<file path="src/rtl/flash_ctl_pkg.sv">
// constants for the flash program and erase control block
package flash_ctl_pkg;
  // address map
  localparam logic [15:0] USER_LO_ADDR     = 16'hA000;
  localparam logic [15:0] USER_HI_ADDR     = 16'hFDFF;
  localparam logic [15:0] VECT_LO_ADDR     = 16'hFFD2;
  localparam logic [15:0] VECT_HI_ADDR     = 16'hFFFF;
  localparam logic [15:0] CONTROL_ADDR     = 16'hFE08;
  localparam logic [15:0] PROTECT_ADDR     = 16'hFF80;
  // protect range bases for bits 0..3
  localparam logic [15:0] PROT_BASE0       = 16'hA000;
  localparam logic [15:0] PROT_BASE1       = 16'hC000;
  localparam logic [15:0] PROT_BASE2       = 16'hE000;
  localparam logic [15:0] PROT_BASE3       = 16'hF000;
  // control register bit positions
  localparam int          PUMP_DIV_HI_BIT  = 7;
  localparam int          PUMP_DIV_LO_BIT  = 6;
  localparam int          ERASE_SIZE_HI_BIT = 5;
  localparam int          ERASE_SIZE_LO_BIT = 4;
  localparam int          HV_EN_BIT        = 3;
  localparam int          MARGIN_BIT       = 2;
  localparam int          ERASE_BIT        = 1;
  localparam int          PROGRAM_BIT      = 0;
  localparam logic [7:0]  CONTROL_RESET    = 8'h00;
  // erase size codes
  localparam logic [1:0]  SIZE_FULL        = 2'h0;
  localparam logic [1:0]  SIZE_HALF        = 2'h1;
  localparam logic [1:0]  SIZE_GROUP       = 2'h2;
  localparam logic [1:0]  SIZE_ROW         = 2'h3;
  // pump divider codes
  localparam logic [1:0]  DIV_BY1          = 2'h0;
  localparam logic [1:0]  DIV_BY4          = 2'h3;
  // geometry
  localparam int          PAGE_BYTES       = 8;
  localparam int          ROW_BYTES        = 64;
  localparam int          MARGIN_STRETCH   = 8;
  localparam logic [7:0]  ERASED_BYTE      = 8'h00;
  localparam logic [7:0]  SETTLED_BYTE     = 8'hFF;
  // fields of the latched erase address
  localparam int          A_HALF_LSB       = 14;
  localparam int          A_GROUP_LSB      = 9;
  localparam int          A_ROW_LSB        = 6;
  localparam int          A_PAGE_LSB       = 3;
endpackage

</file>
<file path="src/rtl/flash_program_erase_control.sv">
// flash program, erase and margin read sequencer with array interface
`timescale 1ns/10ps
// ======================================================================
// Overview of operation
// - erased bits read 0, programmed bits read 1
// - rows of eight eight-byte pages, row erase minimum
// - program one page at 0 or 8 boundary; code latches any eight array writes, no alignment check
// - decode user array, vectors, control, protect byte
// - pump divider: 00 /1, 01 10 /2, 11 /4
// - high voltage only after proper sequence steps
// - high voltage bit drives pump and array
// - margin cannot be set while high voltage
// - program and erase never both set
// - erase size field picks erase extent
// - erase set-up write latches block address
// - program select enables page write latching
// - margin read stretches access eight cycles
// - array unreadable while high voltage set
// - unrelated bus operations tolerated between steps
// - protect read latched, protected range clears select
// - protect bits guard ranges ending at FFFF
module flash_program_erase_control
  import flash_ctl_pkg::*;
#(
  parameter int ADDR_W = 16
)(
  // clock and reset
  input  wire logic              core_clk_i,
  input  wire logic              rst_i,
  // cpu bus
  input  wire logic              bus_sel_i,
  input  wire logic              bus_wr_i,
  input  wire logic [ADDR_W-1:0] bus_addr_i,
  input  wire logic [7:0]        bus_wdata_i,
  output logic [7:0]             bus_rdata_o,
  output logic                   bus_ready_o,
  // array side
  input  wire logic [7:0]        array_rdata_i,
  input  wire logic [7:0]        protect_byte_i,
  output logic                   array_read_o,
  output logic                   page_latch_o,
  output logic [ADDR_W-1:0]      page_addr_o,
  output logic [7:0]             page_data_o,
  output logic [ADDR_W-1:0]      erase_addr_o,
  output logic [ADDR_W-1:0]      erase_mask_o,
  output logic                   margin_mode_o,
  // charge pump
  output logic                   pump_on_o,
  output logic                   high_voltage_o,
  output logic                   pump_clk_en_o
);

  typedef enum logic [1:0] {SEQ_IDLE, SEQ_PROTECT_READ, SEQ_ARMED} seq_t;

  // ====================================================================
  // address decode
  function automatic logic in_array(input logic [ADDR_W-1:0] a);
    return ((a >= USER_LO_ADDR) && (a <= USER_HI_ADDR)) ||
           ((a >= VECT_LO_ADDR) && (a <= VECT_HI_ADDR)) ||
           (a == PROTECT_ADDR);
  endfunction

  function automatic logic [ADDR_W-1:0] size_mask(input logic [1:0] sz);
    logic [ADDR_W-1:0] m;
    m = '0;
    unique case (sz)
      SIZE_FULL:  m = '0;
      SIZE_HALF:  m[A_HALF_LSB] = 1'b1;
      SIZE_GROUP: m[A_HALF_LSB:A_GROUP_LSB] = '1;
      SIZE_ROW:   m[A_HALF_LSB:A_ROW_LSB] = '1;
    endcase
    return m;
  endfunction

  // lowest protected address from the latched protect byte
  function automatic logic [ADDR_W-1:0] prot_floor(input logic [3:0] p);
    if (p[0])      return PROT_BASE0;
    else if (p[1]) return PROT_BASE1;
    else if (p[2]) return PROT_BASE2;
    else if (p[3]) return PROT_BASE3;
    else           return '1;
  endfunction

  logic              ctl_wr;
  logic              arr_wr;
  logic              arr_rd;
  logic              prot_rd;
  logic [7:0]        control_reg;
  logic [7:0]        control_next;
  logic [3:0]        protect_reg;
  logic              protect_valid_reg;
  logic [ADDR_W-1:0] erase_addr_reg;
  logic              erase_addr_valid_reg;
  logic [3:0]        page_count_reg;
  seq_t              seq_reg;
  logic [3:0]        stretch_reg;
  logic [1:0]        div_cnt_reg;
  logic [7:0]        rdata_reg;
  logic              range_protected;
  logic              hv_ok;
  logic              prog_sel;
  logic              erase_sel;
  logic              hv_on;

  assign ctl_wr    = bus_sel_i && bus_wr_i && (bus_addr_i == CONTROL_ADDR);
  assign arr_wr    = bus_sel_i && bus_wr_i && in_array(bus_addr_i);
  assign arr_rd    = bus_sel_i && !bus_wr_i && in_array(bus_addr_i);
  assign prot_rd   = arr_rd && (bus_addr_i == PROTECT_ADDR);
  assign prog_sel  = control_reg[PROGRAM_BIT];
  assign erase_sel = control_reg[ERASE_BIT];
  assign hv_on     = control_reg[HV_EN_BIT];

  // ====================================================================
  // sequence tracking: select, protect read, then writes
  always_ff @(posedge core_clk_i or posedge rst_i)
  begin
    if (rst_i)
      seq_reg <= SEQ_IDLE;
    else if (!(prog_sel || erase_sel))
      seq_reg <= SEQ_IDLE;
    else
    begin
      // steps advance only on their own accesses, so other traffic may interleave
      unique case (seq_reg)
        SEQ_IDLE:         if (prot_rd) seq_reg <= SEQ_PROTECT_READ;
        SEQ_PROTECT_READ: if (erase_sel && erase_addr_valid_reg) seq_reg <= SEQ_ARMED;
                          else if (prog_sel && page_count_reg == 4'(PAGE_BYTES)) seq_reg <= SEQ_ARMED;
        SEQ_ARMED:        seq_reg <= SEQ_ARMED;
      endcase
    end
  end

  // protect byte is latched on its read
  always_ff @(posedge core_clk_i or posedge rst_i)
  begin
    if (rst_i)
    begin
      protect_reg       <= '0;
      protect_valid_reg <= 1'b0;
    end
    else if (prot_rd)
    begin
      protect_reg       <= protect_byte_i[3:0];
      protect_valid_reg <= 1'b1;
    end
  end

  // erase address latch: any array write after the protect read
  always_ff @(posedge core_clk_i or posedge rst_i)
  begin
    if (rst_i)
    begin
      erase_addr_reg       <= '0;
      erase_addr_valid_reg <= 1'b0;
    end
    else if (!erase_sel)
      erase_addr_valid_reg <= 1'b0;
    else if (arr_wr && !hv_on && seq_reg == SEQ_PROTECT_READ)
    begin
      erase_addr_reg       <= bus_addr_i & size_mask(control_reg[ERASE_SIZE_HI_BIT:ERASE_SIZE_LO_BIT]);
      erase_addr_valid_reg <= 1'b1;
    end
  end

  // page write latching while program is selected
  always_ff @(posedge core_clk_i or posedge rst_i)
  begin
    if (rst_i)
    begin
      page_count_reg <= '0;
      page_latch_o   <= 1'b0;
      page_addr_o    <= '0;
      page_data_o    <= ERASED_BYTE;
    end
    else
    begin
      page_latch_o <= 1'b0;
      if (!prog_sel)
        page_count_reg <= '0;
      else if (arr_wr && !hv_on && seq_reg == SEQ_PROTECT_READ
               && page_count_reg < 4'(PAGE_BYTES))
      begin
        page_latch_o   <= 1'b1;
        page_addr_o    <= bus_addr_i;
        page_data_o    <= bus_wdata_i;
        page_count_reg <= page_count_reg + 4'h1;
      end
    end
  end

  // ====================================================================
  // protection check against the requested range
  always_comb
  begin
    range_protected = 1'b0;
    if (protect_valid_reg && erase_sel && erase_addr_valid_reg)
      range_protected = ((erase_addr_reg | ~size_mask(control_reg[ERASE_SIZE_HI_BIT:ERASE_SIZE_LO_BIT]))
                         >= prot_floor(protect_reg)) && (protect_reg != 4'h0);
    // an all-clear protect byte guards nothing, not even the very top page
    else if (protect_valid_reg && prog_sel && page_count_reg != 4'h0)
      range_protected = (page_addr_o >= prot_floor(protect_reg)) && (protect_reg != 4'h0);
  end

  assign hv_ok = (seq_reg == SEQ_ARMED) && !range_protected;

  // ====================================================================
  // control register
  always_comb
  begin
    control_next = control_reg;
    if (ctl_wr)
    begin
      control_next = bus_wdata_i;
      if (bus_wdata_i[PROGRAM_BIT] && bus_wdata_i[ERASE_BIT])
        control_next[ERASE_BIT] = control_reg[ERASE_BIT] && !control_reg[PROGRAM_BIT];
      if (control_next[ERASE_BIT] && control_next[PROGRAM_BIT])
        control_next[PROGRAM_BIT] = 1'b0;
      if (bus_wdata_i[HV_EN_BIT] && !hv_on && !hv_ok)
        control_next[HV_EN_BIT] = 1'b0;
      if (control_next[HV_EN_BIT] && !(control_next[PROGRAM_BIT] || control_next[ERASE_BIT]))
        control_next[HV_EN_BIT] = 1'b0;
    end
    if (range_protected)
    begin
      control_next[PROGRAM_BIT] = 1'b0;
      control_next[ERASE_BIT]   = 1'b0;
      control_next[HV_EN_BIT]   = 1'b0;
    end
    if (control_next[HV_EN_BIT])
      control_next[MARGIN_BIT] = 1'b0;
  end

  always_ff @(posedge core_clk_i or posedge rst_i)
  begin
    if (rst_i)
      control_reg <= CONTROL_RESET;
    else
      control_reg <= control_next;
  end

  // ====================================================================
  // charge pump clock divider and high voltage
  always_ff @(posedge core_clk_i or posedge rst_i)
  begin
    if (rst_i)
      div_cnt_reg <= '0;
    else if (!hv_on)
      div_cnt_reg <= '0;
    else
      div_cnt_reg <= div_cnt_reg + 2'h1;
  end

  always_comb
  begin
    unique case (control_reg[PUMP_DIV_HI_BIT:PUMP_DIV_LO_BIT])
      DIV_BY1: pump_clk_en_o = hv_on;
      DIV_BY4: pump_clk_en_o = hv_on && (div_cnt_reg == 2'h3);
      default: pump_clk_en_o = hv_on && div_cnt_reg[0];
    endcase
  end

  assign pump_on_o      = hv_on;
  assign high_voltage_o = hv_on;
  assign margin_mode_o  = control_reg[MARGIN_BIT];
  assign erase_addr_o   = erase_addr_reg;
  assign erase_mask_o   = size_mask(control_reg[ERASE_SIZE_HI_BIT:ERASE_SIZE_LO_BIT]);

  // ====================================================================
  // read path with margin stretch; waits keep the bus in order
  always_ff @(posedge core_clk_i or posedge rst_i)
  begin
    if (rst_i)
      stretch_reg <= '0;
    else if (stretch_reg != 4'h0)
      stretch_reg <= stretch_reg - 4'h1;
    else if (arr_rd && control_reg[MARGIN_BIT] && !hv_on)
      stretch_reg <= 4'(MARGIN_STRETCH);
  end

  assign bus_ready_o  = !(arr_rd && control_reg[MARGIN_BIT] && !hv_on
                          && stretch_reg != 4'h1);
  assign array_read_o = arr_rd && !hv_on;

  always_ff @(posedge core_clk_i or posedge rst_i)
  begin
    if (rst_i)
      rdata_reg <= ERASED_BYTE;
    else if (bus_sel_i && !bus_wr_i && bus_addr_i == CONTROL_ADDR)
      rdata_reg <= control_reg;
    else if (prot_rd)
      rdata_reg <= protect_byte_i;
    else if (arr_rd && hv_on)
      rdata_reg <= SETTLED_BYTE;
    else if (arr_rd)
      rdata_reg <= array_rdata_i;
    else if (bus_sel_i && !bus_wr_i)
      rdata_reg <= ERASED_BYTE;
  end
  assign bus_rdata_o = rdata_reg;

  // ====================================================================
  hv_needs_select_a: assert property (@(posedge core_clk_i) disable iff (rst_i)
    hv_on |-> (prog_sel ^ erase_sel)) else $error("hv without single select");
  select_exclusive_a: assert property (@(posedge core_clk_i) disable iff (rst_i)
    !(prog_sel && erase_sel)) else $error("program and erase both set");
  margin_blocked_a: assert property (@(posedge core_clk_i) disable iff (rst_i)
    hv_on |-> !control_reg[MARGIN_BIT]) else $error("margin set under hv");
  pump_follows_hv_a: assert property (@(posedge core_clk_i) disable iff (rst_i)
    pump_on_o == high_voltage_o && high_voltage_o == control_reg[HV_EN_BIT])
    else $error("pump not tied to hv");
  no_read_hv_a: assert property (@(posedge core_clk_i) disable iff (rst_i)
    hv_on |-> !array_read_o) else $error("array read under hv");
  stretch_len_a: assert property (@(posedge core_clk_i) disable iff (rst_i)
    $rose(stretch_reg == 4'(MARGIN_STRETCH)) |-> (stretch_reg != 4'h0) [*8] ##1 stretch_reg == 4'h0)
    else $error("stretch length wrong");
  hv_after_arm_a: assert property (@(posedge core_clk_i) disable iff (rst_i)
    $rose(hv_on) |-> $past(seq_reg) == SEQ_ARMED) else $error("hv set out of sequence");
  protect_clears_a: assert property (@(posedge core_clk_i) disable iff (rst_i)
    range_protected |=> !prog_sel && !erase_sel) else $error("protected range kept select");
  div4_rate_a: assert property (@(posedge core_clk_i) disable iff (rst_i)
    (pump_clk_en_o && control_reg[PUMP_DIV_HI_BIT:PUMP_DIV_LO_BIT] == DIV_BY4 && hv_on)
    |=> !pump_clk_en_o [*3]) else $error("divide by four wrong");
  reset_zero_a: assert property (@(posedge core_clk_i)
    $fell(rst_i) |-> control_reg == CONTROL_RESET) else $error("control not cleared");
  // the cpu holds a stalled read, so ready stays low until the last stretch cycle
  margin_ready_a: assert property (@(posedge core_clk_i) disable iff (rst_i)
    $rose(stretch_reg == 4'(MARGIN_STRETCH)) |-> !bus_ready_o [*7] ##1 bus_ready_o)
    else $error("margin read ready timing wrong");
  rdata_hv_a: assert property (@(posedge core_clk_i) disable iff (rst_i)
    (arr_rd && hv_on && !prot_rd) |=> bus_rdata_o == SETTLED_BYTE) else $error("array readable under hv");
  erase_latch_a: assert property (@(posedge core_clk_i) disable iff (rst_i)
    (arr_wr && erase_sel && !hv_on && seq_reg == SEQ_PROTECT_READ)
    |=> erase_addr_o == ($past(bus_addr_i) & erase_mask_o)) else $error("erase address not latched");

endmodule // flash_program_erase_control

</file>
<file path="config.mk">
export PLATFORM = sky130hd
export DESIGN_NAME = flash_program_erase_control
export DESIGN_NICKNAME = d
export VERILOG_FILES = /design/src/rtl/flash_ctl_pkg.sv /design/src/rtl/flash_program_erase_control.sv
export SDC_FILE = /design/constraint.sdc
export NUM_CORES = 1
export LEC_CHECK = 0
export BUFFER_PORTS_ARGS = -buffer_cell sky130_fd_sc_hd__buf_2
export CELL_PAD_IN_SITES_DETAIL_PLACEMENT = 1
export CELL_PAD_IN_SITES_GLOBAL_PLACEMENT = 2
export CORE_MARGIN = 2
export CORE_UTILIZATION = 32
export DETAILED_ROUTE_END_ITERATION = 8
export GPL_TIMING_DRIVEN = 0
export PLACE_DENSITY_LB_ADDON = 0.1
export SYNTH_ARGS = -nofsm -noshare
export SYNTH_HDL_FRONTEND = slang
export SYNTH_SLANG_ARGS = --single-unit
</file>
<file path="constraint.sdc">
create_clock -name core_clk_i -period 4.1 [get_ports core_clk_i]
set_input_delay 0 -clock core_clk_i [delete_from_list [all_inputs] [get_ports core_clk_i]]
set_output_delay 0 -clock core_clk_i [all_outputs]
set_load 0.01 [all_outputs]
</file>
[After elaboration in Yosys (flattened, before gate mapping)]
Cells that the tools add are included.
Storage, ports and cells
  flip-flop bits (word level): 75
  word-level logic and storage cells: 162
Cells by class
  $add $sub $neg: 3
  order comparisons: 7
  equal/unequal tests: 15
  mux-type cells: 58
  bitwise gates (word level): 3
  reductions and logical operators: 60
Operators by type and width (count)
  $mux W16: 4
  $mux W8: 5
  $logic_and A1 B1 Y1: 34
  $eq A16 B16 Y1 const B: 2
  $ge A16 B16 Y1: 2
  $ge A16 B16 Y1 const B: 2
  $le A16 B16 Y1 const B: 2
  $mux W1: 21
  $mux W4: 5
  $mux W5: 4
  $mux W6: 3
  $and A16 B16 Y16: 1
  $not A16 Y16: 1
  $or A16 B16 Y16: 1
  $mux W14: 1
  $mux W13: 1
  $mux W12: 1
  $mux W2: 6
  $mux W3: 4
  $reduce_bool A4 Y1: 3
  $eq A2 B2 Y1 const B: 5
  $logic_not A1 Y1: 7
  $logic_not A2 Y1: 3
  $pmux W2 S3: 1
  other kinds (17): 27

[Logic depth before layout (Yosys ltp)]
  depth after elaboration: 21
  mapped depth: 10

[Worst setup path after synthesis]
OpenSTA, ideal clock, no wires.
  path kind: register to register
  from: reg protect_reg[0]
  to: reg control_reg[2]
  library setup time: 0.124 ns
  arrival time: 2.694 ns
  required time: 3.976 ns
  setup slack: 1.282 ns
  stages on the path, launching flop included: 10
  path through: dfrtp_1 -> nor4_2 -> inv_1 -> ha_1 -> a2111oi_0 -> a21oi_1 -> a21oi_1 -> nor2_1 -> a22o_1 -> o31a_1
On the way
  cells in the longest elaborated chain, start to end: 18
RTL lines
  start, declared: line flash_program_erase_control.sv:90  | logic [3:0] protect_reg;
  start signal, assigned: line flash_program_erase_control.sv:143  | protect_reg <= protect_byte_i[3:0];
  $mux W16: line flash_program_erase_control.sv:77  | if (p[0]) return PROT_BASE0;
  $mux W16: line flash_program_erase_control.sv:200  | else if (protect_valid_reg && prog_sel && page_count_reg != 4'h0)
  $mux W16: line flash_program_erase_control.sv:196  | if (protect_valid_reg && erase_sel && erase_addr_valid_reg)
  $ge A16 B16 Y1: line flash_program_erase_control.sv:201  | range_protected = (page_addr_o >= prot_floor(protect_reg)) && (protect_reg != 4'h0);
  $logic_and A1 B1 Y1: line flash_program_erase_control.sv:201
  $mux W1: line flash_program_erase_control.sv:200
  $mux W1 *: line flash_program_erase_control.sv:196
  $logic_not A1 Y1: line flash_program_erase_control.sv:204  | assign hv_ok = (seq_reg == SEQ_ARMED) && !range_protected;
  [... 2 more ...]
  $logic_and A1 B1 Y1: line flash_program_erase_control.sv:218  | if (bus_wdata_i[HV_EN_BIT] && !hv_on && !hv_ok)
  $mux W1: line flash_program_erase_control.sv:218
  $mux W1: line flash_program_erase_control.sv:211  | if (ctl_wr)
  $logic_and A1 B1 Y1: line flash_program_erase_control.sv:220  | if (control_next[HV_EN_BIT] && !(control_next[PROGRAM_BIT] || control_next[ERASE_BIT]))
  $mux W1: line flash_program_erase_control.sv:220
  $mux W4: line flash_program_erase_control.sv:211
  $mux W1 *: line flash_program_erase_control.sv:223  | if (range_protected)
  $mux W1 / $reduce_bool A2 Y1 (equally long branches)
  end signal, assigned: line flash_program_erase_control.sv:238  | control_reg <= control_next;
  end, declared: line flash_program_erase_control.sv:88  | logic [7:0] control_reg;
Mark *: on every way between the ends. The rest lies on a longest branch, timed or not. The select of a mux whose other input is x is not followed.
A chain may end at the register's enable or synchronous reset.

[Worst setup path in the final report]
Same ends and word-level chain as after synthesis.

==> impl_summary.md <==
GRT
The maximum number of pins on one net before global-route repair is 43. The total overflow left after global routing is 0. The global-route wire length before repair is 19800 um. The via count of the first global-routing pass was between 3000 and 4000. The total global-route track usage is 19.7%. The initial antenna violation count was 0.

Route
The routed via count divided by cell count is between 4 and 5. The initial DRC count is 133. The final routed wire length divided by cell count is 17.0 um.

The final layout contains routed wiring with a total length of 12100 um. The count of antenna-violating nets left after detailed routing is 0. The first detailed-routing pass ran for 4 iterations. In the routed design, unresolved DRC markers number 0.

The total via count in the routed design is 3501.

Layout
Leaving out fill and tap cells, the most frequent cell in the layout is sky130_fd_sc_hd__buf_2. Summing all flip-flop and latch instances after layout gives approximately 0.0017 mm2. In the layout the commonest cells are sky130_fd_sc_hd__buf_2 (100), sky130_fd_sc_hd__dfrtp_1 (68), sky130_fd_sc_hd__nand2_1 (59).

In the final layout, the multi-input gates occupy 0.00202 mm2. The top register by number of flip-flops is page_addr_o. The net count of the finished layout is between 600 and 700. The synthesis-to-layout area growth is 37.0%. The repair_antennas step left the layout with diodes totalling 0. The filler cell count is 1400. The register with the most flip-flops in the layout has 16 of them. Cells with a size suffix above 1 make up 30.6% of the layout.

Yosys
The average cell area after synthesis is 9.95 um2. The share of synthesized area in the top cell type comes to between 40% and 50%. By area the synthesized netlist is led by sky130_fd_sc_hd__dfrtp_1 (43%), sky130_fd_sc_hd__ha_1 (8.0%), sky130_fd_sc_hd__mux2_4 (6.9%).

The synthesized area is slightly below 0.004 mm2. The cell taking the most area after synthesis is sky130_fd_sc_hd__dfrtp_1. The number of enable flip-flop cells after synthesis is 0.

The fraction of the yosys area taken by sequential cells is 43.3%. The most used flip-flop cell after synthesis is sky130_fd_sc_hd__dfrtp_1. The number of synthesis warnings is 0. The number of cells produced by synthesis is 395. The number of library cell types mapped by synthesis is 53. After synthesis, the share of flip-flops with an asynchronous set or reset is 100%. The number of flip-flops and latches in the synthesized netlist is 68.

Clock network
Post-CTS timing repair inserted 0 buffers for setup. Buffers inserted to repair hold after CTS numbered 38. In this run the clock root is driven by a sky130_fd_sc_hd__clkbuf_16. The quantity of gates resized following cts is 0.

TritonCTS built the clock tree. Clock tree synthesis found a total of 68 sinks. The number of levels the H-tree was split into is 3. After clock tree synthesis, the clock-pin slew on the worst setup and hold paths is ~0.06 ns. The total clock buffers created by CTS is 9. In this run the deepest clock path goes through 2 buffers. At the later pin of the worst-skew pair, clock insertion delay measures roughly 0.34 ns.

Status
The run finished with clean final reports.

Timing
The routed design could run at a clock period as short as 3.39 ns. After layout, the worst path uses 82.7% of the clock period. Setup repair after global routing left no endpoint under its margin. The final setup violation count is 0. The maximum achievable frequency is 295 MHz.

For the final routed database, the setup TNS stands at 0 ns. The worst clock skew on the final layout is 0.00538 ns. The worst setup slack after layout is 0.710 ns.

The actual slew at the worst max-slew pin is 0.865 ns. The number of max-slew violations in the final report is 0. The final count of hold timing violations is 0. Measured against its own limit, the worst slew margin works out to 41.9%.

Setup path
In this run the worst path has a maximum fanout of 11. The type of the setup path with the least slack is flip-flop to flip-flop. The worst setup path is captured at a flip-flop.

The minimum setup slack among reg-to-reg paths is 0.71 ns. The required time of the worst setup path is between 4 and 5 ns. The arrival time reported for the critical path endpoint is ~3.6 ns. The critical path startpoint category is a flip-flop.

Place
Detailed placement ended at an HPWL of 8950 um. The count of input and output buffers is 100. The worst setup slack before clock tree synthesis is 0.685 ns. The final weighted congestion in routability-driven placement is 0.779.

Floorplan
The core region area is between 0.01 and 0.015 mm2. Row generation in the floorplan step produced 40 rows. The die outline height is approximately 110 um. ~120 I/O pins were placed. The initial core utilization is 32.7%. The die outline area is roughly 0.013 mm2. The die is 115 um wide.

Power and ir drop
The static leakage is 0.00282 uW. Dividing total power by cell area gives a power density of 303 mW/mm2. Across the VDD grid, the largest voltage drop is approximately 0.00018 V.

Min path
The type of the worst min-delay path is primary input to flip-flop.

Flow run
Across the run, the number of max-cap violations was 0.
## where the power goes
part,switching [uW],total (uW),internal (uW)
Combinational,72.3,144,71.8
Sequential,5.38,686,681
Clock,285,803,518
## Yosys cell counts (2+ instances only)
library cell,instances
sky130_fd_sc_hd__dfrtp_1,68
sky130_fd_sc_hd__nand2_1,59
sky130_fd_sc_hd__o21ai_0,33
sky130_fd_sc_hd__ha_1,25
sky130_fd_sc_hd__a21oi_1,23
sky130_fd_sc_hd__buf_4,21
sky130_fd_sc_hd__mux2_4,18
sky130_fd_sc_hd__nor2_1,16
sky130_fd_sc_hd__inv_1,14
sky130_fd_sc_hd__nand2b_1,11
sky130_fd_sc_hd__clkbuf_1,8
sky130_fd_sc_hd__mux2_2,7
sky130_fd_sc_hd__nand4_1,6
sky130_fd_sc_hd__nor3_1,6
sky130_fd_sc_hd__or3_1,6
sky130_fd_sc_hd__a31oi_1,5
sky130_fd_sc_hd__and2_1,5
sky130_fd_sc_hd__nand3_1,5
sky130_fd_sc_hd__a21o_1,4
sky130_fd_sc_hd__mux2i_1,4
sky130_fd_sc_hd__nor2b_1,4
sky130_fd_sc_hd__nor4_1,3
sky130_fd_sc_hd__o211ai_1,3
sky130_fd_sc_hd__or2_2,3
sky130_fd_sc_hd__a211o_1,2
sky130_fd_sc_hd__a22o_1,2
sky130_fd_sc_hd__buf_6,2
sky130_fd_sc_hd__nand3b_1,2
sky130_fd_sc_hd__nor3b_1,2
sky130_fd_sc_hd__o21bai_1,2
sky130_fd_sc_hd__o221ai_1,2
sky130_fd_sc_hd__o22ai_1,2
sky130_fd_sc_hd__xnor2_1,2
## routing by layer
layer	routed length (um)	up-vias	global-route usage, %	share of wire (%)
met5	0	-	0	0
met4	237	0	7.39	2.0
met3	303	17	3.32	2.5
met2	6130	61	34.4	51
met1	5400	1727	24.4	45
li1	-	1696	-	-
## worst max-delay path, stage by stage (launching register included)
cell and delay [ns]:
sky130_fd_sc_hd__dfrtp_1 0.46, sky130_fd_sc_hd__nor4_2 0.58, sky130_fd_sc_hd__inv_1 0.36, sky130_fd_sc_hd__ha_1 0.42
sky130_fd_sc_hd__a2111oi_0 0.38, sky130_fd_sc_hd__a21oi_1 0.12, sky130_fd_sc_hd__a21oi_1 0.24, sky130_fd_sc_hd__nor2_1 0.08
sky130_fd_sc_hd__a22o_1 0.30, sky130_fd_sc_hd__o31a_1 0.32
## layout make-up
type / count / share of cell area, %
tap: 147 / 3.42
sequential: 68 / 31.6
timing repair buffer: 139 / 16.9
inverter: 14 / 1.02
clock buffer: 14 / 5.09
buffer: 32 / 3.97
clock inverter: 1 / 0.558
multi-input combinational: 294 / 37.4
## final timing paths
check,startpoint,endpoint,depth (start not counted)
min in group asynchronous,rst_i,page_addr_o[0]$_DFFE_PP0P_,3
max in group asynchronous,rst_i,stretch_reg[0]$_DFFE_PP0P_,4
setup reg to reg,protect_reg[0]$_DFFE_PP0P_,control_reg[2]$_DFFE_PP0P_,9
setup / recovery,protect_reg[0]$_DFFE_PP0P_,control_reg[2]$_DFFE_PP0P_,9
hold / removal,bus_addr_i[3],page_addr_o[3]$_DFFE_PP0P_,2
hold reg to reg,div_cnt_reg[0]$_DFF_PP0_,div_cnt_reg[0]$_DFF_PP0_,1
## cell families after synthesis
group	after synthesis	share of synthesized area (%)
buffers and inverters	46	6.78
other	1	0.0954
xor gates and xnor gates	2	0.446
DFF	68	43.3
AOI/OAI and AO/OA	86	13.6
adders and majority gates	26	8.22
muxes	29	9.90
and+or+nand+nor	137	17.7
## through the flow
step / power, uW / hold WS [ns] / area [um2] / std cells / utilization, %
after floorplan: 750 / 0.112 / 3980 / 408 / -
after CTS: 1660 / 0.00384 / 5380 / 709 / 44.8
after detailed placement: 812 / 0.0206 / 4700 / 656 / 39.1
after global placement: 807 / 0.233 / 4660 / 655 / 38.8
after global routing: 1700 / 0.0260 / 5380 / 709 / 44.8
final: 1630 / 0.0125 / 5380 / 709 / 44.8
No activity file was read; power rests on OpenSTA's default activity.
